## src/common/pmic_regs_pkg.sv

```systemverilog
// Shared offsets, codes, masks, reset images and timing for the register bank
package pmic_regs_pkg;

    // Timing: a block burn or key store lasts 200 ms at the 20 MHz clock
    localparam int unsigned CLK_HZ = 20_000_000;
    localparam int unsigned BURN_TIME_MS = 200;
    localparam int unsigned BURN_CYCLES =
        int'(64'(BURN_TIME_MS) * 64'(CLK_HZ) / 64'd1000);

    // Offsets
    localparam logic [7:0] OFS_ERR_LOG = 8'h04;
    localparam logic [7:0] OFS_FAULT_LOG = 8'h05;
    localparam logic [7:0] OFS_LOCKOUT_LOG = 8'h06;
    localparam logic [7:0] OFS_LIVE0 = 8'h08;
    localparam logic [7:0] OFS_LIVE3 = 8'h0b;
    localparam logic [7:0] OFS_LOAD_A = 8'h0c;
    localparam logic [7:0] OFS_LOAD_B = 8'h0e;
    localparam logic [7:0] OFS_LOAD_C = 8'h0f;
    localparam logic [7:0] OFS_CLR0 = 8'h10;
    localparam logic [7:0] OFS_CLR4 = 8'h14;
    localparam logic [7:0] OFS_RESTRICT_LO = 8'h15;
    localparam logic [7:0] OFS_DEV_CFG = 8'h2f;
    localparam logic [7:0] OFS_CONV_RES = 8'h31;
    localparam logic [7:0] OFS_ENABLE_SEL = 8'h32;
    localparam logic [7:0] OFS_LIVE4 = 8'h33;
    localparam logic [7:0] OFS_LINK_CFG = 8'h34;
    localparam logic [7:0] OFS_ERR_INJECT = 8'h35;
    localparam logic [7:0] OFS_KEY_LO = 8'h37;
    localparam logic [7:0] OFS_KEY_HI = 8'h38;
    localparam logic [7:0] OFS_VCTRL = 8'h39;
    localparam logic [7:0] OFS_VEND_FIRST = 8'h40;
    localparam logic [7:0] OFS_VEND_LAST = 8'h6f;

    // Field positions
    localparam int unsigned WP_BIT = 2;
    localparam int unsigned CLR_ALL_BIT = 0;

    // Vendor region control codes
    localparam logic [7:0] CMD_LOCK = 8'h00;
    localparam logic [7:0] CMD_UNLOCK = 8'h40;
    localparam logic [7:0] CMD_NEW_KEY = 8'h80;
    localparam logic [7:0] CMD_BURN_40 = 8'h81;
    localparam logic [7:0] CMD_BURN_50 = 8'h82;
    localparam logic [7:0] CMD_BURN_60 = 8'h85;
    localparam logic [7:0] CODE_DONE = 8'h5a;
    localparam logic [1:0] KIND_KEY = 2'h3;
    localparam logic [15:0] FACTORY_KEY = 16'h9473;

    // Readable bits of read-only and live status bytes, writable bits of link config
    localparam logic [7:0] ERR_LOG_MASK = 8'hf0;
    localparam logic [7:0] FAULT_LOG_MASK = 8'h5f;
    localparam logic [7:0] LOCKOUT_MASK = 8'hbb;
    localparam logic [39:0] LIVE_MASK = {8'hec, 8'hbb, 8'hbe, 8'hab, 8'h6d};
    localparam logic [7:0] LINK_CFG_WMASK = 8'he0;

    // Programming states, one bit flips per step except DONE back to IDLE
    typedef enum logic [1:0] {
        NVM_IDLE = 2'h0,
        NVM_PROG = 2'h1,
        NVM_DONE = 2'h3
    } nvm_state_t;

    // Host register {reset, readable mask}; zero mask means not stored
    function automatic logic [15:0] host_attr(input logic [5:0] i);
        case (i)
            6'h15: host_attr = {8'h2c, 8'h2d};
            6'h16: host_attr = {8'h20, 8'hab};
            6'h17: host_attr = {8'h00, 8'hbc};
            6'h18: host_attr = {8'h00, 8'hbb};
            6'h19: host_attr = {8'h04, 8'h0c};
            6'h1b: host_attr = {8'h05, 8'hdf};
            6'h1c, 6'h1e: host_attr = {8'h30, 8'hff};
            6'h1f: host_attr = {8'h10, 8'hff};
            6'h20: host_attr = {8'hcf, 8'hff};
            6'h21, 6'h25, 6'h27: host_attr = {8'h78, 8'hff};
            6'h22, 6'h26, 6'h28: host_attr = {8'h63, 8'hff};
            6'h29: host_attr = {8'h80, 8'hff};
            6'h2a: host_attr = {8'h88, 8'hff};
            6'h2b: host_attr = {8'h42, 8'hff};
            6'h2c: host_attr = {8'h20, 8'hff};
            6'h2d: host_attr = {8'h22, 8'hff};
            6'h2f: host_attr = {8'h02, 8'h5f};
            6'h30: host_attr = {8'h00, 8'hff};
            6'h32: host_attr = {8'h00, 8'hf3};
            6'h34: host_attr = {8'h0e, 8'hee};
            6'h3a: host_attr = {8'h00, 8'h7e};
            default: host_attr = 16'h0000;
        endcase
    endfunction

    function automatic logic [63:0][7:0] host_reset_image();
        for (int i = 0; i < 64; i++) begin
            host_reset_image[i] = 8'(host_attr(6'(i)) >> 8);
        end
    endfunction

    // Factory contents of the vendor region, index is offset minus 0x40
    function automatic logic [47:0][7:0] vendor_factory_image();
        vendor_factory_image = '0;
        for (int i = 0; i < 48; i++) begin
            case (i)
                0: vendor_factory_image[i] = 8'h89;
                1, 25: vendor_factory_image[i] = 8'hd9;
                5, 9, 11: vendor_factory_image[i] = 8'h78;
                6, 10, 12: vendor_factory_image[i] = 8'h63;
                13: vendor_factory_image[i] = 8'h80;
                14: vendor_factory_image[i] = 8'h88;
                16: vendor_factory_image[i] = 8'hcf;
                17: vendor_factory_image[i] = 8'h42;
                24: vendor_factory_image[i] = 8'hd1;
                29: vendor_factory_image[i] = 8'h20;
                30: vendor_factory_image[i] = 8'h22;
                default: vendor_factory_image[i] = 8'h00;
            endcase
        end
    endfunction

    localparam logic [63:0][7:0] HOST_RESET = host_reset_image();
    localparam logic [47:0][7:0] VENDOR_FACTORY = vendor_factory_image();

endpackage

```

## src/logic/nvm_store.sv

```systemverilog
// Non-volatile store of the vendor region and key, with timed programming
`timescale 1ns/1ps
module nvm_store #(
    parameter int unsigned BURN_CYCLES = pmic_regs_pkg::BURN_CYCLES
) (
    // Clock and first-power reset
    input wire logic clk_sys,
    input wire logic factory_rst_b,
    // Programming request
    input wire logic prog_req,
    input wire logic [1:0] prog_kind,
    input wire logic [47:0][7:0] prog_image,
    input wire logic [15:0] prog_key,
    // Progress
    output logic prog_busy,
    output logic prog_done,
    // Stored contents
    output logic [47:0][7:0] nvm_image,
    output logic [15:0] nvm_key
);

    typedef struct packed {
        pmic_regs_pkg::nvm_state_t state;
        logic [21:0] cnt;
        logic [47:0][7:0] image;
        logic [15:0] key;
    } nvm_reg_t;

    nvm_reg_t q_reg;
    nvm_reg_t q_next;

    // Commit at request, then hold busy for the burn time
    always_comb begin
        q_next = q_reg;
        unique case (q_reg.state)
            pmic_regs_pkg::NVM_IDLE: begin
                if (prog_req) begin
                    if (prog_kind == pmic_regs_pkg::KIND_KEY) begin
                        q_next.key = prog_key;
                    end else begin
                        // Only the chosen 16-byte block is touched
                        q_next.image[{prog_kind, 4'h0} +: 16] =
                            prog_image[{prog_kind, 4'h0} +: 16];
                    end
                    q_next.cnt = '0;
                    q_next.state = pmic_regs_pkg::NVM_PROG;
                end
            end
            pmic_regs_pkg::NVM_PROG: begin
                if (q_reg.cnt == 22'(BURN_CYCLES - 1)) begin
                    q_next.state = pmic_regs_pkg::NVM_DONE;
                end else begin
                    q_next.cnt = q_reg.cnt + 22'h1;
                end
            end
            pmic_regs_pkg::NVM_DONE: q_next.state = pmic_regs_pkg::NVM_IDLE;
            default: q_next.state = pmic_regs_pkg::NVM_IDLE;
        endcase
    end

    // Only the first-ever power-up resets the store; supply loss keeps it
    always_ff @(posedge clk_sys or negedge factory_rst_b) begin
        if (!factory_rst_b) begin
            q_reg <= '{state: pmic_regs_pkg::NVM_IDLE, cnt: '0,
                image: pmic_regs_pkg::VENDOR_FACTORY,
                key: pmic_regs_pkg::FACTORY_KEY};
        end else begin
            q_reg <= q_next;
        end
    end

    assign prog_busy = (q_reg.state != pmic_regs_pkg::NVM_IDLE);
    assign prog_done = (q_reg.state == pmic_regs_pkg::NVM_DONE);
    assign nvm_image = q_reg.image;
    assign nvm_key = q_reg.key;

endmodule

```

## src/logic/pmic_reg_bank.sv

```systemverilog
// Register bank with write protect, vendor key gate and block burn
// Overview of operation
// - Read-only bits read live, ignore writes
// - Write-only key bytes always read zero
// - Reserved bits read zero, ignore writes
// - Set-only bits act on one, zero ignored
// - Persistent contents survive supply removal
// - Guarded bits hidden until key matches
// - Host user registers always writable
// - Restricted ranges frozen in write protect, except the WP bit itself
// - Vendor range blocked until unlocked
// - Factory key 0x9473, vendor may replace
// - New key applies after supply cycle
// - Unlock compares against key loaded at power-up
// - Vendor range burned in three blocks
// - Codes 81/82/85 burn one block
// - Burn ends in 200ms, reads 0x5A
`timescale 1ns/1ps
module pmic_reg_bank #(
    parameter int unsigned BURN_CYCLES = pmic_regs_pkg::BURN_CYCLES
) (
    // Clock and resets
    input wire logic clk_sys,
    input wire logic rst_b,
    input wire logic factory_rst_b,
    // Host register access
    input wire logic reg_wr,
    input wire logic reg_rd,
    input wire logic [7:0] reg_addr,
    input wire logic [7:0] reg_wdata,
    output logic [7:0] reg_rdata,
    // Logs and telemetry from on-chip logic
    input wire logic [23:0] fault_log,
    input wire logic [23:0] load_measure,
    input wire logic [7:0] conv_result,
    // Raw status events from the analog side
    input wire logic [39:0] status_event,
    // Configuration and state toward the device
    output logic [63:0][7:0] cfg_image,
    output logic [47:0][7:0] vendor_image,
    output logic wp_mode,
    output logic vendor_open,
    output logic nvm_busy
);

    typedef struct packed {
        logic [63:0][7:0] hreg;
        logic [47:0][7:0] vreg;
        logic [4:0][7:0] live;
        logic [39:0] ev_s1;
        logic [39:0] ev_s2;
        logic [7:0] key_lo;
        logic [7:0] key_hi;
        logic [15:0] active_key;
        logic unlocked;
        logic [7:0] ctrl;
        logic loaded;
        logic [7:0] rdata;
        logic prog_req;
        logic [1:0] prog_kind;
    } bank_reg_t;

    bank_reg_t q_reg;
    bank_reg_t q_next;

    logic prog_busy;
    logic prog_done;
    logic [47:0][7:0] nvm_image;
    logic [15:0] nvm_key;

    // Host byte index and region decode
    function automatic logic restricted(input logic [7:0] a);
        restricted = (a >= pmic_regs_pkg::OFS_RESTRICT_LO &&
                      a <= pmic_regs_pkg::OFS_DEV_CFG) ||
                     a == pmic_regs_pkg::OFS_ENABLE_SEL ||
                     a == pmic_regs_pkg::OFS_ERR_INJECT ||
                     a >= pmic_regs_pkg::OFS_VEND_FIRST;
    endfunction

    function automatic logic [7:0] host_rmask(input logic [7:0] a);
        host_rmask = 8'(pmic_regs_pkg::host_attr(a[5:0]));
    endfunction

    // Working nets of the combinational process
    logic wp;
    logic in_vendor;
    logic [5:0] hidx;
    logic [5:0] vidx;
    logic [2:0] cidx;
    logic [7:0] wmask;
    logic [4:0][7:0] clr;
    logic [7:0] rval;
    logic key_ok;
    logic cmd_ok;

    always_comb begin
        q_next = q_reg;
        q_next.prog_req = 1'b0;
        wp = q_reg.hreg[pmic_regs_pkg::OFS_DEV_CFG[5:0]][pmic_regs_pkg::WP_BIT];
        in_vendor = reg_addr >= pmic_regs_pkg::OFS_VEND_FIRST &&
                    reg_addr <= pmic_regs_pkg::OFS_VEND_LAST;
        hidx = reg_addr[5:0];
        vidx = 6'(reg_addr - pmic_regs_pkg::OFS_VEND_FIRST);
        cidx = 3'(reg_addr - pmic_regs_pkg::OFS_CLR0);
        wmask = 8'h00;
        clr = '0;
        rval = 8'h00;
        key_ok = ({q_reg.key_hi, q_reg.key_lo} == q_reg.active_key);
        cmd_ok = q_reg.unlocked && !prog_busy && !q_reg.prog_req;

        // Events come from another domain: two flops before use
        q_next.ev_s1 = status_event;
        q_next.ev_s2 = q_reg.ev_s1;

        // First cycle after power-up: pick up persistent contents
        if (!q_reg.loaded) begin
            q_next.vreg = nvm_image;
            q_next.active_key = nvm_key;
            q_next.loaded = 1'b1;
        end

        // Host writes
        if (reg_wr) begin
            if (reg_addr >= pmic_regs_pkg::OFS_CLR0 &&
                reg_addr <= pmic_regs_pkg::OFS_CLR4) begin
                // Ones clear, zeros leave the latch alone
                clr[cidx] = reg_wdata;
                if (reg_addr == pmic_regs_pkg::OFS_CLR4 &&
                    reg_wdata[pmic_regs_pkg::CLR_ALL_BIT]) begin
                    clr = '1;
                end
            end else if (reg_addr == pmic_regs_pkg::OFS_KEY_LO) begin
                q_next.key_lo = reg_wdata;
            end else if (reg_addr == pmic_regs_pkg::OFS_KEY_HI) begin
                q_next.key_hi = reg_wdata;
            end else if (reg_addr == pmic_regs_pkg::OFS_VCTRL) begin
                case (reg_wdata)
                    pmic_regs_pkg::CMD_LOCK: begin
                        q_next.unlocked = 1'b0;
                        q_next.ctrl = reg_wdata;
                    end
                    pmic_regs_pkg::CMD_UNLOCK: begin
                        // A wrong key leaves the region shut
                        q_next.unlocked = key_ok;
                        q_next.ctrl = reg_wdata;
                    end
                    pmic_regs_pkg::CMD_NEW_KEY: begin
                        if (cmd_ok) begin
                            q_next.prog_req = 1'b1;
                            q_next.prog_kind = pmic_regs_pkg::KIND_KEY;
                            q_next.ctrl = reg_wdata;
                        end
                    end
                    pmic_regs_pkg::CMD_BURN_40: begin
                        if (cmd_ok) begin
                            q_next.prog_req = 1'b1;
                            q_next.prog_kind = 2'h0;
                            q_next.ctrl = reg_wdata;
                        end
                    end
                    pmic_regs_pkg::CMD_BURN_50: begin
                        if (cmd_ok) begin
                            q_next.prog_req = 1'b1;
                            q_next.prog_kind = 2'h1;
                            q_next.ctrl = reg_wdata;
                        end
                    end
                    pmic_regs_pkg::CMD_BURN_60: begin
                        if (cmd_ok) begin
                            q_next.prog_req = 1'b1;
                            q_next.prog_kind = 2'h2;
                            q_next.ctrl = reg_wdata;
                        end
                    end
                    default: begin
                        // Unknown codes are kept but start nothing
                        q_next.ctrl = reg_wdata;
                    end
                endcase
            end else if (reg_addr < pmic_regs_pkg::OFS_VEND_FIRST) begin
                // Read-only and reserved bits are outside the mask
                wmask = host_rmask(reg_addr);
                if (reg_addr == pmic_regs_pkg::OFS_LINK_CFG) begin
                    wmask = pmic_regs_pkg::LINK_CFG_WMASK;
                end
                if (wp && restricted(reg_addr)) begin
                    // Keep the protect bit itself reachable, or WP sticks
                    wmask = (reg_addr == pmic_regs_pkg::OFS_DEV_CFG) ?
                            8'(1 << pmic_regs_pkg::WP_BIT) : 8'h00;
                end
                q_next.hreg[hidx] = (q_reg.hreg[hidx] & ~wmask) |
                                    (reg_wdata & wmask);
            end else if (in_vendor) begin
                if (q_reg.unlocked && !wp) begin
                    q_next.vreg[vidx] = reg_wdata;
                end
            end
        end

        // Latched status: a new event beats a clear in the same cycle
        q_next.live = (q_reg.live & ~clr) |
                      (q_reg.ev_s2 & pmic_regs_pkg::LIVE_MASK);

        // Programming finished: report completion code
        if (prog_done) begin
            q_next.ctrl = pmic_regs_pkg::CODE_DONE;
        end

        // Host reads, answered one cycle later
        if (reg_addr < pmic_regs_pkg::OFS_VEND_FIRST) begin
            case (reg_addr)
                pmic_regs_pkg::OFS_ERR_LOG:
                    rval = fault_log[7:0] & pmic_regs_pkg::ERR_LOG_MASK;
                pmic_regs_pkg::OFS_FAULT_LOG:
                    rval = fault_log[15:8] & pmic_regs_pkg::FAULT_LOG_MASK;
                pmic_regs_pkg::OFS_LOCKOUT_LOG:
                    rval = fault_log[23:16] & pmic_regs_pkg::LOCKOUT_MASK;
                pmic_regs_pkg::OFS_LOAD_A: rval = load_measure[7:0];
                pmic_regs_pkg::OFS_LOAD_B: rval = load_measure[15:8];
                pmic_regs_pkg::OFS_LOAD_C: rval = load_measure[23:16];
                pmic_regs_pkg::OFS_CONV_RES: rval = conv_result;
                pmic_regs_pkg::OFS_LIVE4: rval = q_reg.live[4];
                pmic_regs_pkg::OFS_KEY_LO,
                pmic_regs_pkg::OFS_KEY_HI: rval = 8'h00;
                pmic_regs_pkg::OFS_VCTRL: rval = q_reg.ctrl;
                default: begin
                    if (reg_addr >= pmic_regs_pkg::OFS_LIVE0 &&
                        reg_addr <= pmic_regs_pkg::OFS_LIVE3) begin
                        rval = q_reg.live[reg_addr[1:0]];
                    end else begin
                        // Clear registers and holes have no readable bits
                        rval = q_reg.hreg[hidx] & host_rmask(reg_addr);
                    end
                end
            endcase
        end else if (in_vendor && q_reg.unlocked) begin
            rval = q_reg.vreg[vidx];
        end
        if (reg_rd) begin
            q_next.rdata = rval;
        end
    end

    // Power-on state; vendor copy and key are refreshed from the store
    always_ff @(posedge clk_sys or negedge rst_b) begin
        if (!rst_b) begin
            q_reg <= '{hreg: pmic_regs_pkg::HOST_RESET,
                vreg: pmic_regs_pkg::VENDOR_FACTORY,
                live: '0,
                ev_s1: '0,
                ev_s2: '0,
                key_lo: 8'h00,
                key_hi: 8'h00,
                active_key: pmic_regs_pkg::FACTORY_KEY,
                unlocked: 1'b0,
                ctrl: 8'h00,
                loaded: 1'b0,
                rdata: 8'h00,
                prog_req: 1'b0,
                prog_kind: 2'h0};
        end else begin
            q_reg <= q_next;
        end
    end

    // Persistent store
    nvm_store #(
        .BURN_CYCLES(BURN_CYCLES)
    ) nvm_store_inst (
        .clk_sys(clk_sys),
        .factory_rst_b(factory_rst_b),
        .prog_req(q_reg.prog_req),
        .prog_kind(q_reg.prog_kind),
        .prog_image(q_reg.vreg),
        .prog_key({q_reg.key_hi, q_reg.key_lo}),
        .prog_busy(prog_busy),
        .prog_done(prog_done),
        .nvm_image(nvm_image),
        .nvm_key(nvm_key)
    );

    // Outputs
    assign reg_rdata = q_reg.rdata;
    assign cfg_image = q_reg.hreg;
    assign vendor_image = q_reg.vreg;
    assign wp_mode =
        q_reg.hreg[pmic_regs_pkg::OFS_DEV_CFG[5:0]][pmic_regs_pkg::WP_BIT];
    assign vendor_open = q_reg.unlocked;
    assign nvm_busy = prog_busy;

endmodule

```

## config.mk

```make
export PLATFORM = sky130hd
export DESIGN_NAME = pmic_reg_bank
export DESIGN_NICKNAME = d
export VERILOG_FILES = /design/src/common/pmic_regs_pkg.sv /design/src/logic/nvm_store.sv /design/src/logic/pmic_reg_bank.sv
export SDC_FILE = /design/constraint.sdc
export NUM_CORES = 2
export LEC_CHECK = 0
export BUFFER_PORTS_ARGS = -buffer_cell sky130_fd_sc_hd__buf_2
export CORE_UTILIZATION = 45
export DETAILED_ROUTE_END_ITERATION = 6
export PLACE_DENSITY = 0.62
export SKIP_LAST_GASP = 1
export SYNTH_ARGS = -nofsm -noshare
export SYNTH_HDL_FRONTEND = slang
export SYNTH_SLANG_ARGS = --single-unit
```

## constraint.sdc

```tcl
create_clock -name clk_sys -period 7.65 [get_ports clk_sys]
set_input_delay 0.765 -clock clk_sys [delete_from_list [all_inputs] [get_ports clk_sys]]
set_output_delay 0.765 -clock clk_sys [all_outputs]
set_load 0.005 [all_outputs]
```

==> results.py <==
metrics = {
    "clock_tree": {
        "post_cts_resized": 0,
        "cts.sinks": 1467,
        "clockRootBuffer": "clkbuf_16",
        "htree_levels": 4,
        "cts_tree": "built",
        "worstSkewPairLatency_ns": 0.84,
        "clk_pin_slew_ns": 0.07,
        "cts_buffer_depth": 3,
        "numCtsBuffers": 161,
    },
    "route": {
        "drcViolationCount": 17,
        "wl_per_cell_um": 36.5,
        "ant_nets": 0,
        "dr.pass1.iters": 7,
        "drtIter0Drc": 7115,
        "postRouteWirelength_mm": 322,
        "vias": 55686,
        "via_per_inst": 6.31,
    },
    "logic_synthesis": {
        "async_flop_share_pct": 100,
        "synthTopCellsByArea": "dfrtp_1 (44%), buf_4 (9.4%), mux2i_1 (8.4%)",
        "ys_seq_area_share_pct": 50.0,
        "synth_seq_cells": 1467,
        "avgSynthCellArea_um2": 10.7,
        "synth_area_leader_cell": "dfrtp_1",
        "ys_types": 91,
        "ys_warn_count": 0,
        "syn_area_um2": 73900,
        "syn_nets": 7014,
        "synth_enable_flop_cells": 0,
        "yosys.area.top_type_share_pct": 43.6,
        "yosys-top-cells-count": "dfrtp_1 (1287), buf_4 (926), nand2_1 (723)",
        "syn-instance-count": 6884,
        "synth_ff_type": "dfrtp_1",
        "synth_most_common_cell": "dfrtp_1",
    },
    "final_layout": {
        "finalNonFillerCells": 8828,
        "layout-drive-gt1-share_pct": 30.2,
        "area_growth_pct": 6.60,
        "layout.nets": 6644,
        "largest_register_ffs": 512,
    },
    "timing": {
        "finalClockSkew_ns": 0.0291,
        "clock.fmax_mhz": 222,
        "slew_violations": 0,
        "rsz0062_at_grt": "false",
        "hold_viol": 4,
        "finalCriticalPeriod_ns": 4.50,
        "fin_crit_sh_pct": 58.8,
        "fin_tns_setup_ns": 0,
        "worstMarginPinSlew_ns": 1.45,
        "fin_ws_ns": 3.15,
        "slew_headroom_pct": 2.73,
        "holdWs_ns": -0.00879,
        "final-setup-viol-count": 0,
    },
    "floorplanning": {
        "core_um2": 163000,
        "row_count": 148,
        "die_w_um": 407,
        "ios": 1024,
        "die_area_um2": 166000,
        "start_util_pct": 45.4,
        "die-height_um": 407,
    },
    "global_routing": {
        "grt_pass1_wl_mm": 445,
        "grt_pass1_vias": 53724,
        "track_usage_pct": 37.9,
        "antenna_found_initial": 13,
        "gr-total-overflow": 0,
        "grt_max_degree": 169,
    },
    "power_and_ir_drop": {
        "ir_drop_mv": 0.244,
        "switching_share_pct": 25.2,
        "power.share.sequential_pct": 46.4,
        "p_int_w": 0.0128,
        "comb_power_share_pct": 6.5,
        "p_leak_nw": 38.5,
        "power_density_nw_per_um2": 216,
        "p_sw_w": 0.00429,
        "power.total_w": 0.0170,
        "p_clk_share_pct": 47.1,
    },
    "critical_path": {
        "cp.arrival_ns": 5.27,
        "max_stage_delay_ns": 1.02,
        "critPathMaxFanout": 57,
        "required_ns": 8.42,
        "crit_path_end_kind": "register",
        "crit_chain": "clkbuf_8 -> buf_4 -> nor3b_2 -> buf_4 -> a22oi_1 -> a31oi_1 -> a211o_1 -> a21oi_1 -> a32oi_2 -> buf_4 -> mux2_2",
        "start_kind": "primary input",
        "crit_top_cell": "buf_4",
        "slowest_stage": "nor3b_2",
        "path_class": "in2reg",
    },
    "worst_hold_path": {
        "min_path_type": "in2async",
    },
    "placed_design": {
        "numPortBuffers": 1002,
        "hpwlAfterDp_mm": 224,
        "dp_slack_ns": 2.47,
        "gp_congestion": 0.983,
        "placed_cells": 8516,
    },
    "flow_run": {
        "drv_cap": 0,
    },
    "outcome": {
        "violations": "DRC, hold timing",
        "status": "finished with violations",
    },
}
## area by class of cell
| cell class | count | area (um^2) |
|---|---|---|
| multi-input combinational | 3721 | 27400 |
| clock buffer | 255 | 4840 |
| sequential | 1467 | 36900 |
| clock inverter | 44 | 524 |
| antenna | 3 | 7.51 |
| fill | 14965 | 84100 |
| inverter | 28 | 105 |
| timing repair buffer | 1135 | 6310 |
| tap | 2175 | 2720 |
## cell usage in the layout, fill, tap and decap left out, types with 12 or more instances in the layout
cell type,n
and2_1,16
a31oi_1,19
dfstp_2,180
mux4_2,58
o21ai_2,32
o21ai_0,662
a21oi_1,115
buf_4,105
mux2_2,257
nand3_1,24
a221oi_1,76
clkbuf_16,167
clkinv_2,20
nand4_1,20
xnor2_1,25
mux2i_1,617
nand2_1,719
o221ai_1,13
buf_12,18
a22o_1,415
buf_2,997
nor3_2,49
dfrtp_1,1284
nor3_1,26
clkbuf_8,34
ha_1,13
inv_1,24
a22oi_1,116
o21a_1,13
nor2_1,68
nand2b_1,48
and3_1,14
clkbuf_1,55
nor2b_1,12
o22ai_1,32
or3_1,49
## logic make-up (layout without fill, tap and decap cells)
| logic type | Yosys count | count (layout) | share of synthesized area, % |
|---|---|---|---|
| fa+ha+maj | 13 | 13 | 0.220 |
| buf+inv | 1696 | 1462 | 13.7 |
| compound gates | 1609 | 1609 | 14.8 |
| xor+xnor | 33 | 33 | 0.391 |
| flops | 1467 | 1467 | 50.0 |
| simple gates | 1125 | 1125 | 6.80 |
| mux | 940 | 940 | 14.2 |
| other cells | 1 | 4 | 0.00507 |
## power by group through the flow
| stage | Clock (W) | Combinational (W) | Sequential [W] |
|---|---|---|---|
| final | 0.00803 | 0.00111 | 0.00791 |
| after global routing | 0.00838 | 0.00114 | 0.00791 |
| after CTS | 0.00806 | 0.00109 | 0.00790 |
| after detailed placement | 0 | 0.00108 | 0.00804 |
| after global placement | 0 | 0.00108 | 0.00804 |
| after floorplan | 0 | 0.000549 | 0.00801 |
## final timing paths
path / start / end / slack [ns] / cells after the start
hold reg to reg: q_next[77] / q_reg[77] / 0.34 / 0
min in group clk_sys: status_event[0] / q_next[53] / 0.05 / 1
setup / recovery: reg_addr[0] / cfg_image[256] / 3.15 / 11
max in group asynchronous: factory_rst_b / nvm_store_inst.nvm_image[281] / 5.57 / 3
hold / removal: rst_b / vendor_image[151] / -0.009 / 1
setup reg to reg: nvm_store_inst.q_reg[422] / nvm_store_inst.nvm_image[66] / 3.46 / 7
## stage by stage
step	instance area [um^2]	util [%]	hold WS [ns]
4_1_cts	78800	48.4	0.000651
2_1_floorplan	73900	-	0.331
3_5_place_dp	73300	45.0	0.335
3_3_place_gp	73300	45.0	0.336
6_report	78800	48.4	-0.00879
5_1_grt	78800	48.4	0.0218
## worst max-delay path, delay by kind of cell
family / cells / cell delay, ns
AOI/OAI and AO/OA: 5 / 1.34
buffers and inverters: 4 / 1.72
and+or+nand+nor: 1 / 1.02
muxes: 1 / 0.24
## what timing repair did
item,CTS,global route
hold buffers,10,0
endpoints found under the hold margin,57,0
buffers inserted,0,0
## per-layer routing
| layer | up-vias | track usage [%] | wire length [um] |
|---|---|---|---|
| li1 | 22567 | - | - |
| met1 | 28376 | 44.5 | 114000 |
| met2 | 3739 | 58.0 | 145000 |
| met3 | 994 | 13.7 | 36900 |
| met4 | 10 | 25.5 | 26600 |
| met5 | - | 0 | 61 |
No activity file was read; power rests on OpenSTA's default activity.
